<file path="config.mk">
export PLATFORM = sky130hd
export DESIGN_NAME = sample_output_regs
export DESIGN_NICKNAME = d
export VERILOG_FILES = /design/src/shared/sample_regs_pkg.sv /design/src/rtl/sample_holder.sv /design/src/rtl/trim_loader.sv /design/src/rtl/sample_output_regs.sv
export VERILOG_INCLUDE_DIRS = /design/src /design/src/shared
export SDC_FILE = /design/constraint.sdc
export NUM_CORES = 1
export LEC_CHECK = 0
export BUFFER_PORTS_ARGS = -buffer_cell sky130_fd_sc_hd__buf_2
export CORE_AREA = 5 5 161 163
export DETAILED_ROUTE_END_ITERATION = 16
export DIE_AREA = 0 0 166 168
export GPL_TIMING_DRIVEN = 0
export PLACE_DENSITY = 0.55
export SYNTH_ARGS = -nofsm -noshare
export SYNTH_HDL_FRONTEND = slang
export SYNTH_SLANG_ARGS = --single-unit
</file>
<file path="constraint.sdc">
create_clock -name clock -period 5.9 [get_ports clock]
set_clock_uncertainty 0.1 [all_clocks]
set_input_delay 1.18 -clock clock [delete_from_list [all_inputs] [get_ports clock]]
set_output_delay 1.18 -clock clock [all_outputs]
set_load 0.05 [all_outputs]
</file>
<file path="src/shared/sample_regs_map.svh">
// Register offsets, reset values and scale figures of the sample output block.
// Assumes inclusion by bare name from design files.
`ifndef SAMPLE_REGS_MAP_SVH
`define SAMPLE_REGS_MAP_SVH
`define ADDR_PRESSURE_BYTE_LOWEST 7'h28
`define ADDR_PRESSURE_BYTE_MIDDLE 7'h29
`define ADDR_PRESSURE_BYTE_UPPER 7'h2A
`define ADDR_TEMPERATURE_BYTE_LOWER 7'h2B
`define ADDR_TEMPERATURE_BYTE_UPPER 7'h2C
`define ADDR_QUEUE_PRESSURE_LOWEST 7'h78
`define ADDR_QUEUE_PRESSURE_MIDDLE 7'h79
`define ADDR_QUEUE_PRESSURE_UPPER 7'h7A
`define ADDR_QUEUE_TEMPERATURE_LOWER 7'h7B
`define ADDR_QUEUE_TEMPERATURE_UPPER 7'h7C
`define SAMPLE_RESET_VALUE 8'h00
`define PRESSURE_COUNTS_PER_HPA 4096
`define TEMPERATURE_COUNTS_PER_DEGC 100
`define TRIM_WORDS 4
`endif

</file>
<file path="src/shared/sample_regs_pkg.sv">
// Types shared by the sample output block.
// Assumes no surroundings beyond a SystemVerilog compiler.
package sample_regs_pkg;
  typedef logic signed [23:0] pressure_t;
  typedef logic signed [15:0] temperature_t;
  typedef struct packed
  {
    pressure_t pressure;
    temperature_t temperature;
  } sample_set_s;
  typedef enum logic [1:0]
  {
    TRIM_IDLE = 2'b00,
    TRIM_LOAD = 2'b01,
    TRIM_DONE = 2'b10
  } trim_state_e;
endpackage

</file>
<file path="src/rtl/sample_holder.sv">
// Holds one whole sample set, replaced in a single edge.
// Assumes load is a one-cycle strobe: new set, access start or queue head latch.
`timescale 1ns/10ps
`default_nettype none
module sample_holder
(
  input wire logic clock, // System clock
  input wire logic sys_rst, // Sync reset, high
  input wire logic load, // Capture strobe
  input wire sample_regs_pkg::sample_set_s sample_in, // New set
  output sample_regs_pkg::sample_set_s sample_out // Held set
);
  sample_regs_pkg::sample_set_s next_sample;
  always_comb
  begin
    next_sample = sample_out;
    if (load)
    begin
      next_sample = sample_in;
    end
  end
  always_ff @(posedge clock)
  begin
    if (sys_rst)
    begin
      sample_out <= '0;
    end
    else
    begin
      sample_out <= next_sample;
    end
  end
endmodule // sample_holder
`default_nettype wire

</file>
<file path="src/rtl/trim_loader.sv">
// Copies factory trim words from non-volatile storage after reset.
// Assumes storage answers a read one cycle after its address.
`timescale 1ns/10ps
`default_nettype none
`include "sample_regs_map.svh"
module trim_loader #(
  parameter int WORDS = `TRIM_WORDS
)
(
  input wire logic clock, // System clock
  input wire logic sys_rst, // Sync reset, high
  input wire logic [7:0] nvm_data, // Storage read data
  output logic [$clog2(WORDS)-1:0] nvm_addr, // Storage address
  output logic [8*WORDS-1:0] trim_words, // Working trim values
  output logic trim_done // Load finished
);
  initial
  begin
    if (WORDS < 2)
    begin
      $error("trim_loader needs at least two words");
    end
  end
  sample_regs_pkg::trim_state_e state;
  sample_regs_pkg::trim_state_e next_state;
  logic [$clog2(WORDS)-1:0] next_addr;
  logic [8*WORDS-1:0] next_words;
  logic pending;
  logic next_pending;
  always_comb
  begin
    next_state = state;
    next_addr = nvm_addr;
    next_words = trim_words;
    next_pending = 1'b0;
    case (state)
      sample_regs_pkg::TRIM_IDLE:
      begin
        next_state = sample_regs_pkg::TRIM_LOAD;
        next_pending = 1'b1;
      end
      sample_regs_pkg::TRIM_LOAD:
      begin
        if (pending)
        begin
          next_words[8*nvm_addr +: 8] = nvm_data;
          if (nvm_addr == ($clog2(WORDS))'(WORDS - 1))
          begin
            next_state = sample_regs_pkg::TRIM_DONE;
          end
          else
          begin
            next_addr = nvm_addr + 1'b1;
          end
        end
        else
        begin
          // Storage answers a cycle after the address moves
          next_pending = 1'b1;
        end
      end
      default:
      begin
        next_state = sample_regs_pkg::TRIM_DONE;
      end
    endcase
  end
  always_ff @(posedge clock)
  begin
    if (sys_rst)
    begin
      state <= sample_regs_pkg::TRIM_IDLE;
      nvm_addr <= '0;
      trim_words <= '0;
      pending <= 1'b0;
      trim_done <= 1'b0;
    end
    else
    begin
      state <= next_state;
      nvm_addr <= next_addr;
      trim_words <= next_words;
      pending <= next_pending;
      trim_done <= (next_state == sample_regs_pkg::TRIM_DONE);
    end
  end
endmodule // trim_loader
`default_nettype wire

</file>
<file path="src/rtl/sample_output_regs.sv">
// Sample output register block: live and queued sample bytes, trim load, ready flag.
// Assumes a serial front end that presents byte reads as address plus strobe.
// What this block does
// - Pressure is held as a signed 24-bit two's complement word.
// - Pressure bytes sit at 28h (low), 29h (middle) and 2Ah (high).
// - One hectopascal is 4096 counts of the pressure word.
// - Queued pressure uses the same encoding at 78h, 79h and 7Ah.
// - Temperature bytes sit at 2Bh (low) and 2Ch (high).
// - Temperature is a signed 16-bit word joined from its two bytes.
// - One degree Celsius is 100 counts of the temperature word.
// - Queued temperature uses the same encoding at 7Bh and 7Ch.
// - Trim values are copied from storage into working registers after power-on.
// - A ready flag rises whenever a new pressure and temperature set is stored.
// - Burst reads of the queued bytes advance the address and wrap 7Ch to 78h.
`timescale 1ns/10ps
`default_nettype none
`include "sample_regs_map.svh"
module sample_output_regs #(
  parameter int TRIM_COUNT = `TRIM_WORDS
)
(
  input wire logic clock, // System clock, 10 MHz
  input wire logic sys_rst, // Sync reset, high
  input wire logic sample_valid, // New set strobe
  input wire logic signed [23:0] pressure_in, // Pressure counts
  input wire logic signed [15:0] temperature_in, // Temperature counts
  input wire logic queue_enable, // Queued output enabled
  input wire logic queue_valid, // Queue head present
  input wire logic signed [23:0] queue_pressure_in, // Queue head pressure
  input wire logic signed [15:0] queue_temperature_in, // Queue head temperature
  input wire logic bus_start, // Start of a register access
  input wire logic [6:0] bus_addr, // Start address
  input wire logic bus_read, // Byte read strobe
  input wire logic bus_write, // Byte write strobe
  input wire logic [7:0] bus_wdata, // Write data
  input wire logic [7:0] nvm_data, // Trim storage data
  output logic [$clog2(TRIM_COUNT)-1:0] nvm_addr, // Trim storage address
  output logic [7:0] bus_rdata, // Read data
  output logic bus_rvalid, // Read data valid
  output logic queue_pop, // Advance queue head
  output logic sample_ready_pin, // Data-ready level
  output logic [8*TRIM_COUNT-1:0] trim_words, // Working trim values
  output logic trim_done // Trim load finished
);
  // Scale figures carried for software; the raw word is the count
  localparam int PRESSURE_SCALE = `PRESSURE_COUNTS_PER_HPA;
  localparam int TEMPERATURE_SCALE = `TEMPERATURE_COUNTS_PER_DEGC;
  initial
  begin
    if (PRESSURE_SCALE != 4096 || TEMPERATURE_SCALE != 100 || TRIM_COUNT < 2)
    begin
      $error("sample_output_regs: unsupported configuration");
    end
    if ((`ADDR_QUEUE_TEMPERATURE_UPPER - `ADDR_QUEUE_PRESSURE_LOWEST) != 7'h04)
    begin
      $error("sample_output_regs: queued window must be five bytes");
    end
    if ((`ADDR_TEMPERATURE_BYTE_UPPER - `ADDR_PRESSURE_BYTE_LOWEST) != 7'h04)
    begin
      $error("sample_output_regs: live window must be five bytes");
    end
  end

  sample_regs_pkg::sample_set_s live_in;
  sample_regs_pkg::sample_set_s live;
  sample_regs_pkg::sample_set_s queued_in;
  sample_regs_pkg::sample_set_s queued;
  logic live_load;
  logic queue_load;
  logic [6:0] addr;
  logic [6:0] next_addr;
  logic [7:0] next_rdata;
  logic next_rvalid;
  logic next_pop;
  logic next_ready;
  logic queue_loaded;
  logic next_queue_loaded;
  sample_regs_pkg::sample_set_s view_in;
  sample_regs_pkg::sample_set_s view;
  logic [7:0] read_byte;
  logic read_wraps;
  logic fresh;
  logic next_fresh;

  assign live_in.pressure = pressure_in;
  assign live_in.temperature = temperature_in;
  assign queued_in.pressure = queue_pressure_in;
  assign queued_in.temperature = queue_temperature_in;
  assign live_load = sample_valid;
  // Newest set is frozen at each access start so a burst never mixes sets
  assign view_in = live_load ? live_in : live;
  // Head latched once the source has had a cycle to answer the last advance
  assign queue_load = queue_enable && queue_valid && !queue_loaded && !queue_pop;

  sample_holder u_live
  (
    .clock(clock),
    .sys_rst(sys_rst),
    .load(live_load),
    .sample_in(live_in),
    .sample_out(live)
  );

  sample_holder u_view
  (
    .clock(clock),
    .sys_rst(sys_rst),
    .load(bus_start),
    .sample_in(view_in),
    .sample_out(view)
  );

  sample_holder u_queued
  (
    .clock(clock),
    .sys_rst(sys_rst),
    .load(queue_load),
    .sample_in(queued_in),
    .sample_out(queued)
  );

  trim_loader #(
    .WORDS(TRIM_COUNT)
  ) u_trim
  (
    .clock(clock),
    .sys_rst(sys_rst),
    .nvm_data(nvm_data),
    .nvm_addr(nvm_addr),
    .trim_words(trim_words),
    .trim_done(trim_done)
  );

  // Byte at the current access address; unmapped addresses read as zero
  always_comb
  begin
    read_byte = `SAMPLE_RESET_VALUE;
    read_wraps = 1'b0;
    if (addr == `ADDR_PRESSURE_BYTE_LOWEST)
    begin
      read_byte = view.pressure[7:0];
    end
    else if (addr == `ADDR_PRESSURE_BYTE_MIDDLE)
    begin
      read_byte = view.pressure[15:8];
    end
    else if (addr == `ADDR_PRESSURE_BYTE_UPPER)
    begin
      read_byte = view.pressure[23:16];
    end
    else if (addr == `ADDR_TEMPERATURE_BYTE_LOWER)
    begin
      read_byte = view.temperature[7:0];
    end
    else if (addr == `ADDR_TEMPERATURE_BYTE_UPPER)
    begin
      read_byte = view.temperature[15:8];
    end
    else if (addr == `ADDR_QUEUE_PRESSURE_LOWEST)
    begin
      read_byte = queued.pressure[7:0];
    end
    else if (addr == `ADDR_QUEUE_PRESSURE_MIDDLE)
    begin
      read_byte = queued.pressure[15:8];
    end
    else if (addr == `ADDR_QUEUE_PRESSURE_UPPER)
    begin
      read_byte = queued.pressure[23:16];
    end
    else if (addr == `ADDR_QUEUE_TEMPERATURE_LOWER)
    begin
      read_byte = queued.temperature[7:0];
    end
    else if (addr == `ADDR_QUEUE_TEMPERATURE_UPPER)
    begin
      read_byte = queued.temperature[15:8];
      read_wraps = 1'b1;
    end
  end

  // Access address and read answer
  always_comb
  begin
    next_addr = addr;
    next_rdata = `SAMPLE_RESET_VALUE;
    next_rvalid = 1'b0;
    if (bus_start)
    begin
      next_addr = bus_addr;
    end
    else if (bus_read)
    begin
      next_rvalid = 1'b1;
      next_rdata = read_byte;
      // Burst advance, queued window wraps to its first byte
      if (read_wraps)
      begin
        next_addr = `ADDR_QUEUE_PRESSURE_LOWEST;
      end
      else
      begin
        next_addr = addr + 7'h01;
      end
    end
    else if (bus_write)
    begin
      // Output bytes are read-only; only the address moves on
      next_addr = addr + 7'h01;
    end
  end

  always_ff @(posedge clock)
  begin
    if (sys_rst)
    begin
      addr <= 7'h00;
      bus_rdata <= `SAMPLE_RESET_VALUE;
      bus_rvalid <= 1'b0;
    end
    else
    begin
      addr <= next_addr;
      bus_rdata <= next_rdata;
      bus_rvalid <= next_rvalid;
    end
  end

  // Queue head bookkeeping; the wrap read hands the head back to the source
  always_comb
  begin
    next_queue_loaded = queue_loaded;
    next_pop = 1'b0;
    if (queue_load)
    begin
      next_queue_loaded = 1'b1;
    end
    if (bus_read && !bus_start && read_wraps)
    begin
      next_pop = queue_loaded;
      next_queue_loaded = 1'b0;
    end
    // Turning the queue off drops the held head
    if (!queue_enable)
    begin
      next_queue_loaded = 1'b0;
    end
  end

  always_ff @(posedge clock)
  begin
    if (sys_rst)
    begin
      queue_pop <= 1'b0;
      queue_loaded <= 1'b0;
    end
    else
    begin
      queue_pop <= next_pop;
      queue_loaded <= next_queue_loaded;
    end
  end

  // Ready flag; a set that lands after the frozen view keeps it up
  always_comb
  begin
    next_ready = sample_ready_pin;
    next_fresh = fresh;
    if (bus_start)
    begin
      next_fresh = 1'b0;
    end
    else if (sample_valid)
    begin
      next_fresh = 1'b1;
    end
    if (bus_read && !bus_start && !fresh && addr == `ADDR_TEMPERATURE_BYTE_UPPER)
    begin
      next_ready = 1'b0;
    end
    // New set wins over the clearing read
    if (sample_valid)
    begin
      next_ready = 1'b1;
    end
  end

  always_ff @(posedge clock)
  begin
    if (sys_rst)
    begin
      sample_ready_pin <= 1'b0;
      fresh <= 1'b0;
    end
    else
    begin
      sample_ready_pin <= next_ready;
      fresh <= next_fresh;
    end
  end
endmodule // sample_output_regs
`default_nettype wire

</file>
# After elaboration in Yosys (flattened, before gate mapping)
# Cells that the tools add are included.
# word_totals
register_bits	178
latchBits	0
ramBits	0
romBits	0
inputBits	111
out_inout_bits	46
elab_cells	94
n_memories	0
# op_classes
addsub	3
n_mul	0
n_div	0
magnitude_cmp	0
eq_ne	13
n_shift	2
mux	34
bitwise_logic	4
reduce_logical	20
# op_table
operator	n
2-to-1 mux 8 bit	10
2-to-1 mux 40 bit	1
== test 7 x 6 -> 1 bit, second input constant	5
== test 7 bit, second input constant	5
negation 5 -> 34 bit	1
variable shift 8 x 34 -> 32 bit, first input constant	1
variable part select 8 x 34 -> 32 bit	1
bitwise mux 32 bit	1
2-to-1 mux 7 bit	4
2-to-1 mux 1 bit	14
adder 7 x 1 -> 7 bit, second input constant	1
logical AND 1 bit	7
OR reduction 3 bit	2
== test 2 bit, second input constant	2
zero test 1 bit	4
2-to-1 mux 2 bit	2
inverter 1 bit	4
case mux 2 bit (2 select lines)	1
OR reduction 2 bit	2
AND reduction 3 bit	1
nonzero test 3 bit	1
adder 2 x 1 -> 2 bit, second input constant	1
== test 2 x 1 -> 1 bit, second input constant	1
zero test 2 bit	1
other kinds (3)	3

# Depth between registers and ports, before layout
# depth
word_depth	14
ltp_mapped	10

# Modules after synthesis
# From an unflattened synthesis, not the netlist that was laid out.
# hier_totals
hier_cells	863
area_unflattened_um2	8256.7
# modules_own_cells
module	instances	cells_per_inst	area_per_inst_um2	seq_area_each_um2
sample_holder	3	129	1457.6	800.8
sample_output_regs	1	299	2343.5	400.4
trim_loader	1	177	1540.2	760.7

# Least setup slack after synthesis
# Ideal clock, no wire load.
# synth_timing
kind	in2reg
startpoint	input bus_start
endpoint	register bus_rdata[0]
setup_ns	0.076
arrival_time_ns	2.289
required_time_ns	5.724
setup_slack_ns	3.435
stages	7
path_cell_list	clkbuf_1 nor2_1 nand2_1 inv_1 o211ai_2 a21o_1 o22ai_1
# synth_between
elab_chain_cells	1
# synth_rtl
item	line_no	source
start: declaration	sample_output_regs.sv:31	input wire logic bus_start,
OR reduction 3 bit (no source line)	--	
end signal: assignment	sample_output_regs.sv:218	bus_rdata <= `SAMPLE_RESET_VALUE;
end signal: assignment	sample_output_regs.sv:224	bus_rdata <= next_rdata;
end: declaration	sample_output_regs.sv:38	output logic [7:0] bus_rdata,
# No other way between the ends.
# A chain may end at the register's enable or synchronous reset.

# Final worst setup path
# layout_timing
startpoint	register addr[0]
endpoint	register bus_rdata[1]
# layout_between
elab_chain_cells	11
word_cells_on_any_way	20
cone_classes	10 x eq/ne; 10 x mux
# layout_rtl
item	line_no	source
start: declaration	sample_output_regs.sv:70	logic [6:0] addr;
start signal: assignment	sample_output_regs.sv:223	addr <= next_addr;
== test 7 bit (no source line)	--	
2-to-1 mux 8 bit	sample_output_regs.sv:175	else if (addr == `ADDR_QUEUE_TEMPERATURE_UPPER)
2-to-1 mux 8 bit	sample_output_regs.sv:171	else if (addr == `ADDR_QUEUE_TEMPERATURE_LOWER)
2-to-1 mux 8 bit	sample_output_regs.sv:167	else if (addr == `ADDR_QUEUE_PRESSURE_UPPER)
2-to-1 mux 8 bit	sample_output_regs.sv:163	else if (addr == `ADDR_QUEUE_PRESSURE_MIDDLE)
2-to-1 mux 8 bit	sample_output_regs.sv:159	else if (addr == `ADDR_QUEUE_PRESSURE_LOWEST)
2-to-1 mux 8 bit	sample_output_regs.sv:155	else if (addr == `ADDR_TEMPERATURE_BYTE_UPPER)
2-to-1 mux 8 bit	sample_output_regs.sv:151	else if (addr == `ADDR_TEMPERATURE_BYTE_LOWER)
2-to-1 mux 8 bit	sample_output_regs.sv:147	else if (addr == `ADDR_PRESSURE_BYTE_UPPER)
2-to-1 mux 8 bit	sample_output_regs.sv:143	else if (addr == `ADDR_PRESSURE_BYTE_MIDDLE)
2-to-1 mux 8 bit (*)	sample_output_regs.sv:139	if (addr == `ADDR_PRESSURE_BYTE_LOWEST)
# Every way passes the cells marked *; elsewhere a longest branch is shown, timed or not.

==> results by group <==
Critical path
  – Worst-path cell chain: inv_1 > ha_1 > clkbuf_2 > and4bb_2 > and2_0 > clkbuf_1 > a221o_1 > a211oi_1 > o22ai_1
  – Critical Path RT: 6080 ps
  – Worst path slowest cell: a211oi_1
  – Critical path launch point type: flop
  – CP Data Arrival Time: 3080 ps
  – Worst Setup End Kind: flop
  – CP max FO: 9
  – Critical path class: flop to flop
  – Largest stage delay, worst path: 470 ps

Clocking
  – H-tree levels: 4
  – Root Buffer: clkbuf_16
  – Clock Latency Late Sink: 430 ps
  – Clock transition at path regs: 60 ps
  – Number of hold buffers added after cts: 0
  – TritonCTS Buffers: 17
  – Post-CTS sizing: 0
  – Setup bufs post-CTS: 0
  – CTS tree: done
  – Clock tree buffer depth: 2
  – Number of clock sinks: 178

Floorplan
  – Initial Util: 29.5%
  – FP Rows: 57
  – IO Pins: 157
  – Die area: 27,900 µm²
  – Core area: 24,200 µm²
  – DIE WIDTH: 166 µm
  – Die Ht: 168 µm

Placed design
  – Cell area after placement: 8270 µm²
  – Post-Place Setup Slack: 2650 ps
  – Placer Congestion: 0.876
  – IO Port Bufs: 145
  – DP Wirelength: 17,100 µm

Synthesis
  – Share of synthesized cell area in full adder, half adder and majority cells: 1.75%
  – Ranking of synthesized cells by area: dfxtp_1, nand2_1, a21oi_1, mux2i_1, o22a_1
  – Largest family of logic cells by synthesized area: compound AO/OA/AOI/OAI gates
  – Multiplexer share of the synthesized area: 5.75%
  – Post-synth net total: 937
  – Gate Count Post-Synth: 816
  – Ys Warns: 0
  – Synth Area in XOR/XNOR: 0.245%
  – Post-synth top area cell: dfxtp_1
  – Ys async rst share: 0%
  – Netlist cell types: 50
  – Number of synthesized flops with an enable pin: 0
  – Share of the synthesized area in the top cell type: 49.9%
  – FF+latch count, synth: 178
  – Post-Synth Simple-Gate Area: 18.5%
  – Seq/Total Area, Yosys: 49.9%
  – Most used DFF post-synth: dfxtp_1
  – Mapped Avg Cell Area: 8.75 µm²
  – Compound-Gate Fraction of Synth Area: 19.9%
  – Synth Cell Area: 7140 µm²

Timing
  – Fmax: 345 MHz
  – Tmin final: 2900 ps
  – Setup violators final: 0
  – Rel. slew slack: 36.8%
  – Setup ws final: 3000 ps
  – RSZ-0062 raised after global routing: false
  – Fin crit share: 49.2%
  – Setup TNS: 0 ps
  – Final slew viol count: 0
  – Worst Tran Pin Value: 946 ps
  – Final Hold Viols: 0

Pwr
  – Peak supply drop: 172 µV
  – P_leak: 3.69 nW
  – Power density over the cells: 310 nW/µm²

Route
  – Vias/cell: 4.83
  – Remaining antenna violation count: 0
  – # DRC: 0
  – DRT Pass-1 Iters: 5
  – WL final: 22,400 µm
  – Initial DRC Count: 393
  – Vias post-DR: 6,385
  – Routed len/inst: 17.0 µm

Global routing
  – Vias in the first global route: 6,406
  – Gr ovfl total: 0
  – Largest net degree at the start of global routing: 17
  – GR Util All Layers: 15.8%
  – Global-route wire length before repair: 35,200 µm
  – Initial antenna violation count: 11

Min path
  – Worst Hold Class: flop to flop

Layout
  – Final instance area: 8890 µm²
  – Post-layout util: 36.8%
  – Nets: 1,101
  – Layout Area Growth over Synthesis: 24.6%
  – Most frequent cells in the layout: dfxtp_1, buf_2, nand2_1
  – Fillers: 2,560
  – Share of layout cells above drive strength 1: 18.4%
  – Commonest non-fill, non-tap cell in the layout: dfxtp_1

Status
  – Status: complete, no violations

Job
  – Number of max-cap violations: 0
## where the power goes
group / switching, mW / internal, mW
Combinational: 0.167 / 0.104
Clock: 0.468 / 0.718
Sequential: 0.0401 / 1.26
## metal layers
layer  share of wire, %  GRT usage, %  vias up  routed length [µm]
met5               0.37             0        -                  82
met4                1.5          3.98       16                 340
met3                7.9          6.31       36                1770
met2                 46          26.3      191               10400
met1                 44          19.3     2926                9850
li1                   -             -     3216                   -
## sequential cells by signal, indices dropped and copies added, names as in the netlist
name	flops
queue_pop	1
u_view.sample_out	40
u_trim.trim_done	1
u_trim.trim_words	32
queue_loaded	1
u_live.sample_out	40
u_trim.pending	1
fresh	1
sample_ready_pin	1
bus_rvalid	1
addr	7
u_queued.sample_out	40
u_trim.state	2
u_trim.nvm_addr	2
bus_rdata	8
## kinds of logic after synthesis
family                   after synthesis
AND/OR/NAND/NOR                      296
AO/OA/AOI/OAI                        218
flip-flops                           178
buffers and inverters                 71
multiplexers                          41
adder cells (fa/ha/maj)               10
XOR/XNOR                               2
## per-stage QoR
step | hold slack (ps) | instances | power, mW
6_report | 353 | 1322 | 2.76
5_1_grt | 371 | 1319 | 2.88
3_3_place_gp | 336 | 1285 | 1.60
2_1_floorplan | 332 | 816 | 1.49
4_1_cts | 353 | 1316 | 2.79
3_5_place_dp | 340 | 1285 | 1.60
## layout make-up
| type | instances | area, µm² | area share, % |
|---|---|---|---|
| diodes | 6 | 15.0 | 0.169 |
| plain buffers | 60 | 234 | 2.63 |
| clock buffers | 22 | 454 | 5.11 |
| clock inverters | 9 | 156 | 1.76 |
| inverters | 11 | 41.3 | 0.464 |
| multi-input cells | 567 | 3300 | 37.1 |
| flip-flops and latches | 178 | 3560 | 40.1 |
| well taps | 324 | 405 | 4.56 |
| repair buffers | 145 | 726 | 8.16 |
## critical path: cells and delay by family (launching register included)
family,cells,cell delay [ps]
compound gates,3,1080
buf+inv,3,530
simple gates,2,410
flops,1,410
fa+ha+maj,1,210
## path summary, 6_finish.rpt
path / from / end / slack (ps) / cells past startpoint
worst max register to register: addr[0] / bus_rdata[1] / 3000 / 9
worst min register to register: u_trim.trim_words[18] / u_trim.trim_words[18] / 350 / 2
worst min-delay path: u_trim.trim_words[18] / u_trim.trim_words[18] / 350 / 2
worst max-delay path: addr[0] / bus_rdata[1] / 3000 / 9
## cells in the mapped netlist, drive strengths merged, types with 2 or more instances
master and n:
o22a 40, and3b 2, a221o 5, o21a 4
nand2 134, clkbuf 48, a311oi 2, nand2b 2
o31ai 2, and3 4, buf 12, o22ai 12
nor3 14, a221oi 5, inv 11, and2 14
a31oi 8, nor3b 3, mux2i 41, a211oi 8
a22oi 5, a21o 6, dfxtp 178, nor2b 3
o21ai 15, nand3 45, or3 7, a2111oi 3
ha 10, a21oi 98, nor2 61
Power figures use the tool's default switching activity.
